**src/verilog/psw_defs.vh**
```
// Constants for the serial port power-save wake controller.
// Assumes a 100 MHz system clock and an AXI4-Lite register bus.
`ifndef PSW_DEFS_VH
`define PSW_DEFS_VH
// ****************************************
// Register offsets (byte addresses)
// ****************************************
`define PSW_OFS_CTRL      4'h0
`define PSW_OFS_TIMEOUT   4'h4
`define PSW_OFS_STATUS    4'h8
// ****************************************
// Control register fields
// ****************************************
`define PSW_CTRL_MODE_LSB 0
`define PSW_CTRL_MODE_MSB 1
`define PSW_CTRL_HWFC_BIT 2
`define PSW_CTRL_DTRA_LSB 4
`define PSW_CTRL_DTRA_MSB 5
`define PSW_CTRL_RST      32'h00000000
// ****************************************
// Power-save modes
// ****************************************
`define PSW_MODE_OFF      2'h0
`define PSW_MODE_CYCLIC   2'h1
`define PSW_MODE_RTS      2'h2
`define PSW_MODE_DTR      2'h3
// ****************************************
// Inactivity timeout in frames
// ****************************************
`define PSW_TMO_RST       16'h07d0
`define PSW_TMO_MIN       16'h0028
`define PSW_TMO_MAX       16'hfde8
// ****************************************
// Status register fields
// ****************************************
`define PSW_STAT_PORT_BIT 0
`define PSW_STAT_WAKE_BIT 1
`define PSW_STAT_ACT_BIT  2
`define PSW_STAT_REF_BIT  3
`define PSW_STAT_NET_LSB  4
`define PSW_STAT_NET_MSB  5
// ****************************************
// Network registration codes
// ****************************************
`define PSW_NET_NONE      2'h0
`define PSW_NET_2G        2'h1
`define PSW_NET_3G4G      2'h2
// ****************************************
// Timing, in microseconds, and clock rate
// ****************************************
`define PSW_CLK_MHZ       100
`define PSW_WAKE_US       20000
`define PSW_OFF_US        2500000
`define PSW_OFF2G_US      2000000
`define PSW_FRAME_US      4615
`endif
```
**src/verilog/psw_ctrl.v**
```verilog
// Serial port power-save wake controller with AXI4-Lite registers.
// Assumes a UART receiver that pulses rx_char_stb per character and
// modem logic that reports paging, registration and pending output.
// Operation
// Mode selects none, cyclic, RTS, DTR
// Cyclic mode keeps port mostly disabled
// Pending outbound data enables port temporarily
// First character wakes port after 20 ms
// 2G: window at paging after 2.0 s
// 3G/LTE: 20 ms window, 2.5 s off
// Unregistered: 20 ms window, 2.5 s off
// Character holds port for programmable frames
// Timeout counted in 4.615 ms frames
// Each character restarts inactivity timer
// CTS follows port enable state
// CTS active low
// RTS mode only without hardware flow control
// RTS line off disables, on wakes
// DTR line off disables, on wakes
// DTR mode with any flow control
// DTR keeps its normal control function
// Rising receive line wakes disabled port
// Wake character is not delivered
// Data wake always on in cyclic mode; here it works only while hardware flow control is off
// Host waits 20 ms after wake character
// Host sends dummy character with autobaud
// Host sends dummy command without autobaud
// Timers restart when mode changes
//
// Register access over AXI4-Lite and the placing of the registers were decided locally.
`timescale 1ns/10ps
`default_nettype none
`include "psw_defs.vh"
module psw_ctrl #(
	parameter [31:0] WAKE_CYC  = `PSW_WAKE_US * `PSW_CLK_MHZ,
	parameter [31:0] OFF_CYC   = `PSW_OFF_US * `PSW_CLK_MHZ,
	parameter [31:0] OFF2G_CYC = `PSW_OFF2G_US * `PSW_CLK_MHZ,
	parameter [31:0] FRAME_CYC = `PSW_FRAME_US * `PSW_CLK_MHZ
)(
	// Clock and reset
	input  wire        clk,
	input  wire        rst,
	// AXI4-Lite slave
	input  wire [3:0]  s_axi_awaddr,
	input  wire        s_axi_awvalid,
	output wire        s_axi_awready,
	input  wire [31:0] s_axi_wdata,
	input  wire [3:0]  s_axi_wstrb,
	input  wire        s_axi_wvalid,
	output wire        s_axi_wready,
	output wire [1:0]  s_axi_bresp,
	output wire        s_axi_bvalid,
	input  wire        s_axi_bready,
	input  wire [3:0]  s_axi_araddr,
	input  wire        s_axi_arvalid,
	output wire        s_axi_arready,
	output wire [31:0] s_axi_rdata,
	output wire [1:0]  s_axi_rresp,
	output wire        s_axi_rvalid,
	input  wire        s_axi_rready,
	// Host serial lines
	input  wire        rxd,
	input  wire        rts_n,
	input  wire        dtr_n,
	output wire        cts_n,
	// Modem side
	input  wire        rx_char_stb,
	input  wire        tx_pending,
	input  wire        paging_stb,
	input  wire [1:0]  net_reg,
	output wire        port_en,
	output wire        rx_accept,
	output wire        dtr_off_stb,
	output wire [1:0]  dtr_action
);
	// ****************************************
	// States
	// ****************************************
	localparam [3:0] ST_OFF  = 4'h1;
	localparam [3:0] ST_WAKE = 4'h2;
	localparam [3:0] ST_WIN  = 4'h4;
	localparam [3:0] ST_ACT  = 4'h8;
	localparam [1:0] RESP_OK  = 2'h0;
	localparam [1:0] RESP_ERR = 2'h2;

	// ****************************************
	// Register bus slave
	// ****************************************
	reg        aw_got_ff;
	reg        w_got_ff;
	reg [3:0]  awaddr_ff;
	reg [31:0] wdata_ff;
	reg [3:0]  wstrb_ff;
	reg        bvalid_ff;
	reg [1:0]  bresp_ff;
	reg        rvalid_ff;
	reg [31:0] rdata_ff;
	reg [1:0]  rresp_ff;
	reg [31:0] ctrl_ff;
	reg [15:0] tmo_ff;
	reg        refused_ff;
	wire       wr_go;
	wire [31:0] wmask;
	wire [31:0] ctrl_new;
	wire [31:0] tmo_new;
	wire        ctrl_bad;
	wire        tmo_bad;
	wire [31:0] stat_word;

	assign s_axi_awready = ~aw_got_ff & ~bvalid_ff;
	assign s_axi_wready  = ~w_got_ff & ~bvalid_ff;
	assign s_axi_bvalid  = bvalid_ff;
	assign s_axi_bresp   = bresp_ff;
	assign s_axi_arready = ~rvalid_ff;
	assign s_axi_rvalid  = rvalid_ff;
	assign s_axi_rdata   = rdata_ff;
	assign s_axi_rresp   = rresp_ff;
	assign wr_go = aw_got_ff & w_got_ff & ~bvalid_ff;

	// Byte lanes merge into the old value
	genvar gi;
	generate
		for (gi = 0; gi < 4; gi = gi + 1)
		begin : g_lane
			assign wmask[gi*8 +: 8] = {8{wstrb_ff[gi]}};
		end
	endgenerate
	assign ctrl_new = (ctrl_ff & ~wmask) | (wdata_ff & wmask);
	assign tmo_new  = ({16'h0000, tmo_ff} & ~wmask) | (wdata_ff & wmask);
	// RTS mode and hardware flow control exclude each other
	assign ctrl_bad = (ctrl_new[`PSW_CTRL_MODE_MSB:`PSW_CTRL_MODE_LSB] == `PSW_MODE_RTS)
		& ctrl_new[`PSW_CTRL_HWFC_BIT];
	assign tmo_bad = (tmo_new[15:0] < `PSW_TMO_MIN) | (tmo_new[15:0] > `PSW_TMO_MAX)
		| (tmo_new[31:16] != 16'h0000);

	always @(posedge clk or posedge rst)
	begin
		if (rst)
		begin
			aw_got_ff  <= 1'b0;
			w_got_ff   <= 1'b0;
			awaddr_ff  <= 4'h0;
			wdata_ff   <= 32'h00000000;
			wstrb_ff   <= 4'h0;
			bvalid_ff  <= 1'b0;
			bresp_ff   <= 2'h0;
			rvalid_ff  <= 1'b0;
			rdata_ff   <= 32'h00000000;
			rresp_ff   <= 2'h0;
			ctrl_ff    <= `PSW_CTRL_RST;
			tmo_ff     <= `PSW_TMO_RST;
			refused_ff <= 1'b0;
		end
		else
		begin
			if (s_axi_awvalid & s_axi_awready)
			begin
				aw_got_ff <= 1'b1;
				awaddr_ff <= s_axi_awaddr;
			end
			if (s_axi_wvalid & s_axi_wready)
			begin
				w_got_ff <= 1'b1;
				wdata_ff <= s_axi_wdata;
				wstrb_ff <= s_axi_wstrb;
			end
			if (wr_go)
			begin
				aw_got_ff <= 1'b0;
				w_got_ff  <= 1'b0;
				bvalid_ff <= 1'b1;
				bresp_ff  <= RESP_OK;
				case ({awaddr_ff[3:2], 2'h0})
				`PSW_OFS_CTRL:
				begin
					// Refused writes keep the old setting
					if (ctrl_bad)
						bresp_ff <= RESP_ERR;
					else
						ctrl_ff <= ctrl_new & 32'h00000037;
					refused_ff <= ctrl_bad;
				end
				`PSW_OFS_TIMEOUT:
				begin
					if (tmo_bad)
						bresp_ff <= RESP_ERR;
					else
						tmo_ff <= tmo_new[15:0];
				end
				`PSW_OFS_STATUS:
					bresp_ff <= RESP_OK;
				default:
					bresp_ff <= RESP_ERR;
				endcase
			end
			else if (bvalid_ff & s_axi_bready)
				bvalid_ff <= 1'b0;
			if (s_axi_arvalid & s_axi_arready)
			begin
				rvalid_ff <= 1'b1;
				rresp_ff  <= RESP_OK;
				case ({s_axi_araddr[3:2], 2'h0})
				`PSW_OFS_CTRL:    rdata_ff <= ctrl_ff;
				`PSW_OFS_TIMEOUT: rdata_ff <= {16'h0000, tmo_ff};
				`PSW_OFS_STATUS:  rdata_ff <= stat_word;
				default:
				begin
					rdata_ff <= 32'h00000000;
					rresp_ff <= RESP_ERR;
				end
				endcase
			end
			else if (rvalid_ff & s_axi_rready)
				rvalid_ff <= 1'b0;
		end
	end

	// ****************************************
	// Power-save sequencer
	// ****************************************
	wire [1:0] mode = ctrl_ff[`PSW_CTRL_MODE_MSB:`PSW_CTRL_MODE_LSB];
	wire       hwfc = ctrl_ff[`PSW_CTRL_HWFC_BIT];
	wire       rts_on = ~rts_n;
	wire       dtr_on = ~dtr_n;
	reg  [3:0]  st_ff;
	reg  [3:0]  nxt_st;
	reg  [31:0] tmr_ff;
	reg  [31:0] nxt_tmr;
	reg  [15:0] frm_ff;
	reg  [15:0] nxt_frm;
	reg         pgw_ff;
	reg         nxt_pgw;
	reg  [1:0]  mode_q_ff;
	reg         rxd_q_ff;
	reg         rts_q_ff;
	reg         dtr_q_ff;
	reg         cts_n_ff;
	reg         port_ff;
	reg         acc_ff;
	reg         dtro_ff;
	reg         line_on;
	reg         line_rise;
	wire        port_on;
	wire        rxd_rise = rxd & ~rxd_q_ff;
	wire        mode_chg = (mode != mode_q_ff);

	// Line that governs modes 2 and 3
	always @*
	begin
		line_on   = 1'b1;
		line_rise = 1'b0;
		case (mode)
		`PSW_MODE_RTS:
		begin
			line_on   = rts_on;
			line_rise = rts_on & ~rts_q_ff;
		end
		`PSW_MODE_DTR:
		begin
			line_on   = dtr_on;
			line_rise = dtr_on & ~dtr_q_ff;
		end
		default:
		begin
			line_on   = 1'b1;
			line_rise = 1'b0;
		end
		endcase
	end

	always @*
	begin
		nxt_st  = st_ff;
		nxt_tmr = tmr_ff + 32'h00000001;
		nxt_frm = frm_ff;
		nxt_pgw = pgw_ff;
		if (mode_chg)
		begin
			// A new mode starts every timer from zero
			nxt_tmr = 32'h00000000;
			nxt_frm = 16'h0000;
			nxt_pgw = 1'b0;
			if (mode == `PSW_MODE_OFF)
				nxt_st = ST_ACT;
			else if (mode == `PSW_MODE_CYCLIC)
				nxt_st = ST_OFF;
			else
				nxt_st = line_on ? ST_ACT : ST_OFF;
		end
		else if (mode == `PSW_MODE_OFF)
		begin
			nxt_st  = ST_ACT;
			nxt_tmr = 32'h00000000;
		end
		else if (mode == `PSW_MODE_CYCLIC)
		begin
			case (st_ff)
			ST_OFF:
			begin
				if (rxd_rise & ~hwfc)
				begin
					nxt_st  = ST_WAKE;
					nxt_tmr = 32'h00000000;
					nxt_pgw = 1'b0;
				end
				else if (net_reg == `PSW_NET_2G)
				begin
					if (pgw_ff & paging_stb)
					begin
						nxt_st  = ST_WIN;
						nxt_tmr = 32'h00000000;
						nxt_pgw = 1'b0;
					end
					else if (tmr_ff >= OFF2G_CYC - 32'h00000001)
					begin
						nxt_pgw = 1'b1;
						nxt_tmr = tmr_ff;
					end
				end
				else if (tmr_ff >= OFF_CYC - 32'h00000001)
				begin
					nxt_st  = ST_WIN;
					nxt_tmr = 32'h00000000;
				end
			end
			ST_WAKE:
			begin
				// Characters during the wake time are dropped
				if (tmr_ff >= WAKE_CYC - 32'h00000001)
				begin
					nxt_st  = ST_ACT;
					nxt_tmr = 32'h00000000;
					nxt_frm = 16'h0000;
				end
			end
			ST_WIN:
			begin
				if (rx_char_stb | tx_pending)
				begin
					nxt_st  = ST_ACT;
					nxt_tmr = 32'h00000000;
					nxt_frm = 16'h0000;
				end
				else if (tmr_ff >= WAKE_CYC - 32'h00000001)
				begin
					nxt_st  = ST_OFF;
					nxt_tmr = 32'h00000000;
				end
			end
			ST_ACT:
			begin
				if (rx_char_stb | tx_pending)
				begin
					nxt_tmr = 32'h00000000;
					nxt_frm = 16'h0000;
				end
				else if (tmr_ff >= FRAME_CYC - 32'h00000001)
				begin
					nxt_tmr = 32'h00000000;
					nxt_frm = frm_ff + 16'h0001;
					if (frm_ff + 16'h0001 >= tmo_ff)
						nxt_st = ST_OFF;
				end
			end
			default:
			begin
				nxt_st  = ST_OFF;
				nxt_tmr = 32'h00000000;
			end
			endcase
		end
		else
		begin
			case (st_ff)
			ST_OFF:
			begin
				nxt_tmr = 32'h00000000;
				if (line_rise)
					nxt_st = ST_WAKE;
			end
			ST_WAKE:
			begin
				if (~line_on)
				begin
					nxt_st  = ST_OFF;
					nxt_tmr = 32'h00000000;
				end
				else if (tmr_ff >= WAKE_CYC - 32'h00000001)
				begin
					nxt_st  = ST_ACT;
					nxt_tmr = 32'h00000000;
				end
			end
			default:
			begin
				nxt_tmr = 32'h00000000;
				nxt_st  = line_on ? ST_ACT : ST_OFF;
			end
			endcase
		end
	end

	// Outbound data opens the port, leaving the cycle alone only while off or waking
	assign port_on = (st_ff == ST_WIN) | (st_ff == ST_ACT) | tx_pending;

	always @(posedge clk or posedge rst)
	begin
		if (rst)
		begin
			st_ff     <= ST_ACT;
			tmr_ff    <= 32'h00000000;
			frm_ff    <= 16'h0000;
			pgw_ff    <= 1'b0;
			mode_q_ff <= `PSW_MODE_OFF;
			rxd_q_ff  <= 1'b1;
			rts_q_ff  <= 1'b0;
			dtr_q_ff  <= 1'b0;
			cts_n_ff  <= 1'b1;
			port_ff   <= 1'b0;
			acc_ff    <= 1'b0;
			dtro_ff   <= 1'b0;
		end
		else
		begin
			st_ff     <= nxt_st;
			tmr_ff    <= nxt_tmr;
			frm_ff    <= nxt_frm;
			pgw_ff    <= nxt_pgw;
			mode_q_ff <= mode;
			rxd_q_ff  <= rxd;
			rts_q_ff  <= rts_on;
			dtr_q_ff  <= dtr_on;
			port_ff   <= port_on;
			cts_n_ff  <= ~port_on;
			// Only a fully awake receive side may pass characters
			acc_ff    <= (st_ff == ST_WIN) | (st_ff == ST_ACT);
			dtro_ff   <= dtr_q_ff & ~dtr_on;
		end
	end

	assign cts_n       = cts_n_ff;
	assign port_en     = port_ff;
	assign rx_accept   = acc_ff;
	assign dtr_off_stb = dtro_ff;
	assign dtr_action  = ctrl_ff[`PSW_CTRL_DTRA_MSB:`PSW_CTRL_DTRA_LSB];
	assign stat_word   = {26'h0000000, net_reg, refused_ff,
		st_ff == ST_ACT, st_ff == ST_WAKE, port_ff};
endmodule
`default_nettype wire

```
**config.mk**
```make
export PLATFORM = sky130hd
export DESIGN_NAME = psw_ctrl
export DESIGN_NICKNAME = d
export VERILOG_FILES = /design/src/verilog/psw_ctrl.v
export VERILOG_INCLUDE_DIRS = /design/src /design/src/verilog
export SDC_FILE = /design/constraint.sdc
export NUM_CORES = 1
export LEC_CHECK = 0
export BUFFER_PORTS_ARGS = -buffer_cell sky130_fd_sc_hd__buf_2
export CAP_MARGIN = 10
export CORE_UTILIZATION = 55
export DETAILED_ROUTE_END_ITERATION = 7
export GPL_TIMING_DRIVEN = 0
export PLACE_DENSITY = 0.77
export SLEW_MARGIN = 20
export SYNTH_ARGS = -nofsm -noshare
export SYNTH_HDL_FRONTEND = slang
export SYNTH_SLANG_ARGS = --single-unit
```
**constraint.sdc**
```tcl
create_clock -name clk -period 7 [get_ports clk]
set_input_delay 1.4 -clock clk [delete_from_list [all_inputs] [get_ports clk]]
set_output_delay 1.4 -clock clk [all_outputs]
set_load 0.02 [all_outputs]
```
==> flow_summary.toml <==
[die]
dieArea_um2 = 15200
start_util = 0.572
fp.dieH_um = 123
die_w_um = 123
num_io_pins = 106
rows = 43
core_um2 = 14100

[logic_synthesis]
ys_async_sr_fraction = 1.00
yosys-top-cells-area = "dfrtp_1 (42%), mux2_2 (8.0%), nand2_1 (3.7%)"
synth_ff_type = "dfrtp_1"
synth.ff_latch_count = 144
synth-xor-area-share = 0.0185
synth_cell_type_count = 78
yosys.area_share.simple = 0.181
avgSynthCellArea_um2 = 9.96
seq_area_frac_synth = 0.448
synth_area_um2 = 8070
syn_inst = 810
synth_top_family_by_area = "simple AND/OR/NAND/NOR gates"
synth_compound_area_frac = 0.174
synth_fa_ha_area_frac = 0.0295
synth_mux_area_frac = 0.0870
synth_top_cell_by_area = "dfrtp_1"
yosysTopAreaCellShare = 0.419
yosys_warnings = 0
synth_edf_count = 0

[power]
p_total_w = 0.00315
ir_worst_vdd_v = 0.000368
total_leakage_power_nw = 4.23
p_per_area_nw_per_um2 = 334

[sta]
rsz0062_at_grt = "false"
max_slew.worst_pin.slew_ps = 790
finalCritPeriodShare = 0.537
relSlewSlack = 0.469
fin_setup_tns_ps = 0
finalSetupViolations = 0
slew_viol_final = 0
finalClockSkew_ps = 7.76
hold_viol_final = 0
max_freq_ghz = 0.266
setup_slack_ps = 3240
fin_crit_ps = 3760

[run_status]
outcome = "completed"

[worst_setup_path]
reg2reg_to = "st_ff[0]$_DFFE_PP0P_"
cp_cell_sequence = "ha_1 -> nand3_1 -> nor2_1 -> and3_1 -> and3_1 -> clkbuf_1 -> xor2_1 -> ha_1 -> a21o_1 -> a21oi_1 -> a31oi_1 -> o311ai_0 -> a21oi_1 -> mux2_2"
slowest_delay_ps = 490
crit_path_end_kind = "flop"
reg2reg_depth = 14
reg2reg_from = "frm_ff[0]$_DFFE_PP0P_"
critPathKind = "reg2reg"
rrSetupSlack_ps = 3240
cp_max_fo = 5
critical_path.slowest_cell = "o311ai_0"
worstSetupStartpointType = "flop"
worstPathRequired_ps = 7300
cp.arrival_ps = 4070

[layout]
n_fill_cell = 1123
syn2layout_area_growth_pct = 16.8
multiInputGateArea_um2 = 4030
diodes = 0
regArea_um2 = 3610
final_nets = 1007
postLayoutCoreUtil = 0.668
drive_gt1_frac = 0.268

[place]
dp_slack_ps = 3260
dp_hpwl_um = 13400
place_congestion = 0.903
io_buffer_count = 82

[routing]
finalWirelength_um = 18800
ant_nets = 0
vias = 6663
drc = 0
routed_via_density = 5.94
drt_pre_antenna_iters = 5
drt_iter0_markers = 538
avgRoutedWirePerCell_um = 16.8

[clock_network]
clockBufferDepth = 2
cts_tree = "yes"
cts_buffers = 17
insertion_delay_ps = 430
post-cts-setup-buffers = 0
htree_num_levels = 4
cts.sinks = 144
cts_resized = 0
clk_pin_slew_ps = 60
hold_buffers = 0
root_buffer = "clkbuf_16"

[global_route]
grt_pass1_wl_um = 31100
grt_max_degree = 94
track_usage = 0.266
grt_overflow = 0
grt_pass1_vias = 6415
antenna_found_initial = 0

[min_path]
min_from = "ctrl_ff[1]$_DFFE_PP0P_"
hold_depth = 0
hp-class = "reg2reg"
hold_end = "mode_q_ff[1]$_DFF_PP0_"

[run]
max-cap-violations = 0
-- worst max-delay path by stage --
stage	start	endpoint	cells after the start
after floorplan	rst	asynchronous set/reset pin	1
after global placement	rst	wdata_ff[14]$_DFFE_PP0P_	2
after detailed placement	frm_ff[0]$_DFFE_PP0P_	st_ff[0]$_DFFE_PP0P_	15
after CTS	frm_ff[0]$_DFFE_PP0P_	st_ff[0]$_DFFE_PP0P_	14
after global routing	frm_ff[0]$_DFFE_PP0P_	st_ff[0]$_DFFE_PP0P_	15
final	frm_ff[0]$_DFFE_PP0P_	st_ff[0]$_DFFE_PP0P_	14
-- sequential cells by signal, indices dropped and copies added (netlist names), 2 cells and up, named ones only --
| name | cells |
|---|---|
| awaddr_ff | 2 |
| st_ff | 4 |
| mode_q_ff | 2 |
| ctrl_ff | 3 |
| wdata_ff | 32 |
| s_axi_rdata | 16 |
| tmo_ff | 16 |
| wstrb_ff | 4 |
| frm_ff | 16 |
| tmr_ff | 32 |
-- power breakdown --
group / internal (W) / total (W) / leakage, nW / switching, W
logic: 0.000421 / 0.000940 / 2.07 / 0.000519
registers: 0.00106 / 0.00125 / 1.85 / 0.000192
clock network: 0.000579 / 0.000955 / 0.304 / 0.000376
-- Yosys cell counts, drive strengths merged (19+ instances only) --
| cell | count |
|---|---|
| nand3 | 46 |
| o21ai | 41 |
| nand2 | 79 |
| nor2 | 49 |
| clkbuf | 34 |
| inv | 30 |
| buf | 35 |
| mux2 | 57 |
| dfrtp | 135 |
| a22o | 20 |
| a21oi | 36 |
| ha | 19 |
-- worst max-delay path: cells and delay by family, from the launching register on --
kind	cells	cell delay [ps]
AO/OA/AOI/OAI	5	1100
AND/OR/NAND/NOR	4	910
adder cells (fa/ha/maj)	2	510
flip-flops	1	420
multiplexers	1	300
buffers and inverters	1	230
XOR/XNOR	1	180
-- cells in the final DEF, fill, tap and decap left out, types with 6 or more instances in the layout --
cell         n
mux2_2      57
o211ai_1     8
or2_2        7
ha_1        19
clkbuf_16   17
o21ai_0     40
nand2_1     79
nor4_1      13
nor2_1      49
conb_1      18
inv_1       29
nand4_1     12
clkbuf_1    35
a21oi_1     36
and2_1      11
dfstp_2      9
buf_4       21
xor2_1       8
or3_1        6
xnor2_1      9
buf_2       91
a22o_1      20
mux2i_1      6
nor2b_1      6
nor3_1      12
and3_1       9
a21o_1       9
dfrtp_1    135
o311ai_2    11
nand3_1     46
-- kinds of logic (layout without fill, tap and decap cells) --
family | count (synthesis) | count (layout)
AOI/OAI and AO/OA | 184 | 184
xor gates and xnor gates | 17 | 17
adders and majority gates | 19 | 19
buffers and inverters | 99 | 214
and+or+nand+nor | 283 | 283
DFF | 144 | 144
muxes | 63 | 63
other | 1 | 18
-- final cells by class --
class	instances	share of cell area
Clock buffer	19	0.0470
Buffer	69	0.0402
Timing Repair Buffer	83	0.0465
Inverter	30	0.0127
Multi-Input combinational cell	584	0.427
Sequential cell	144	0.384
Tap cell	180	0.0239
Clock inverter	13	0.0187
-- through the flow --
| stage | hold WS [ps] | std cells | area, µm² |
|---|---|---|---|
| detailed placement | 357 | 1090 | 8800 |
| global route | 396 | 1122 | 9420 |
| finish | 386 | 1122 | 9420 |
| CTS | 385 | 1122 | 9420 |
| floorplan | 352 | 827 | 8130 |
| global placement | 358 | 1089 | 8770 |
-- routing by layer --
| layer | routed length (µm) | vias to the layer above | track usage |
|---|---|---|---|
| met3 | 856 | 23 | 0.0549 |
| met5 | 0 | - | 0 |
| met1 | 8290 | 3245 | 0.340 |
| li1 | - | 3176 | - |
| met2 | 9370 | 219 | 0.449 |
| met4 | 301 | 0 | 0.0926 |
Power figures use the tool's default switching activity.
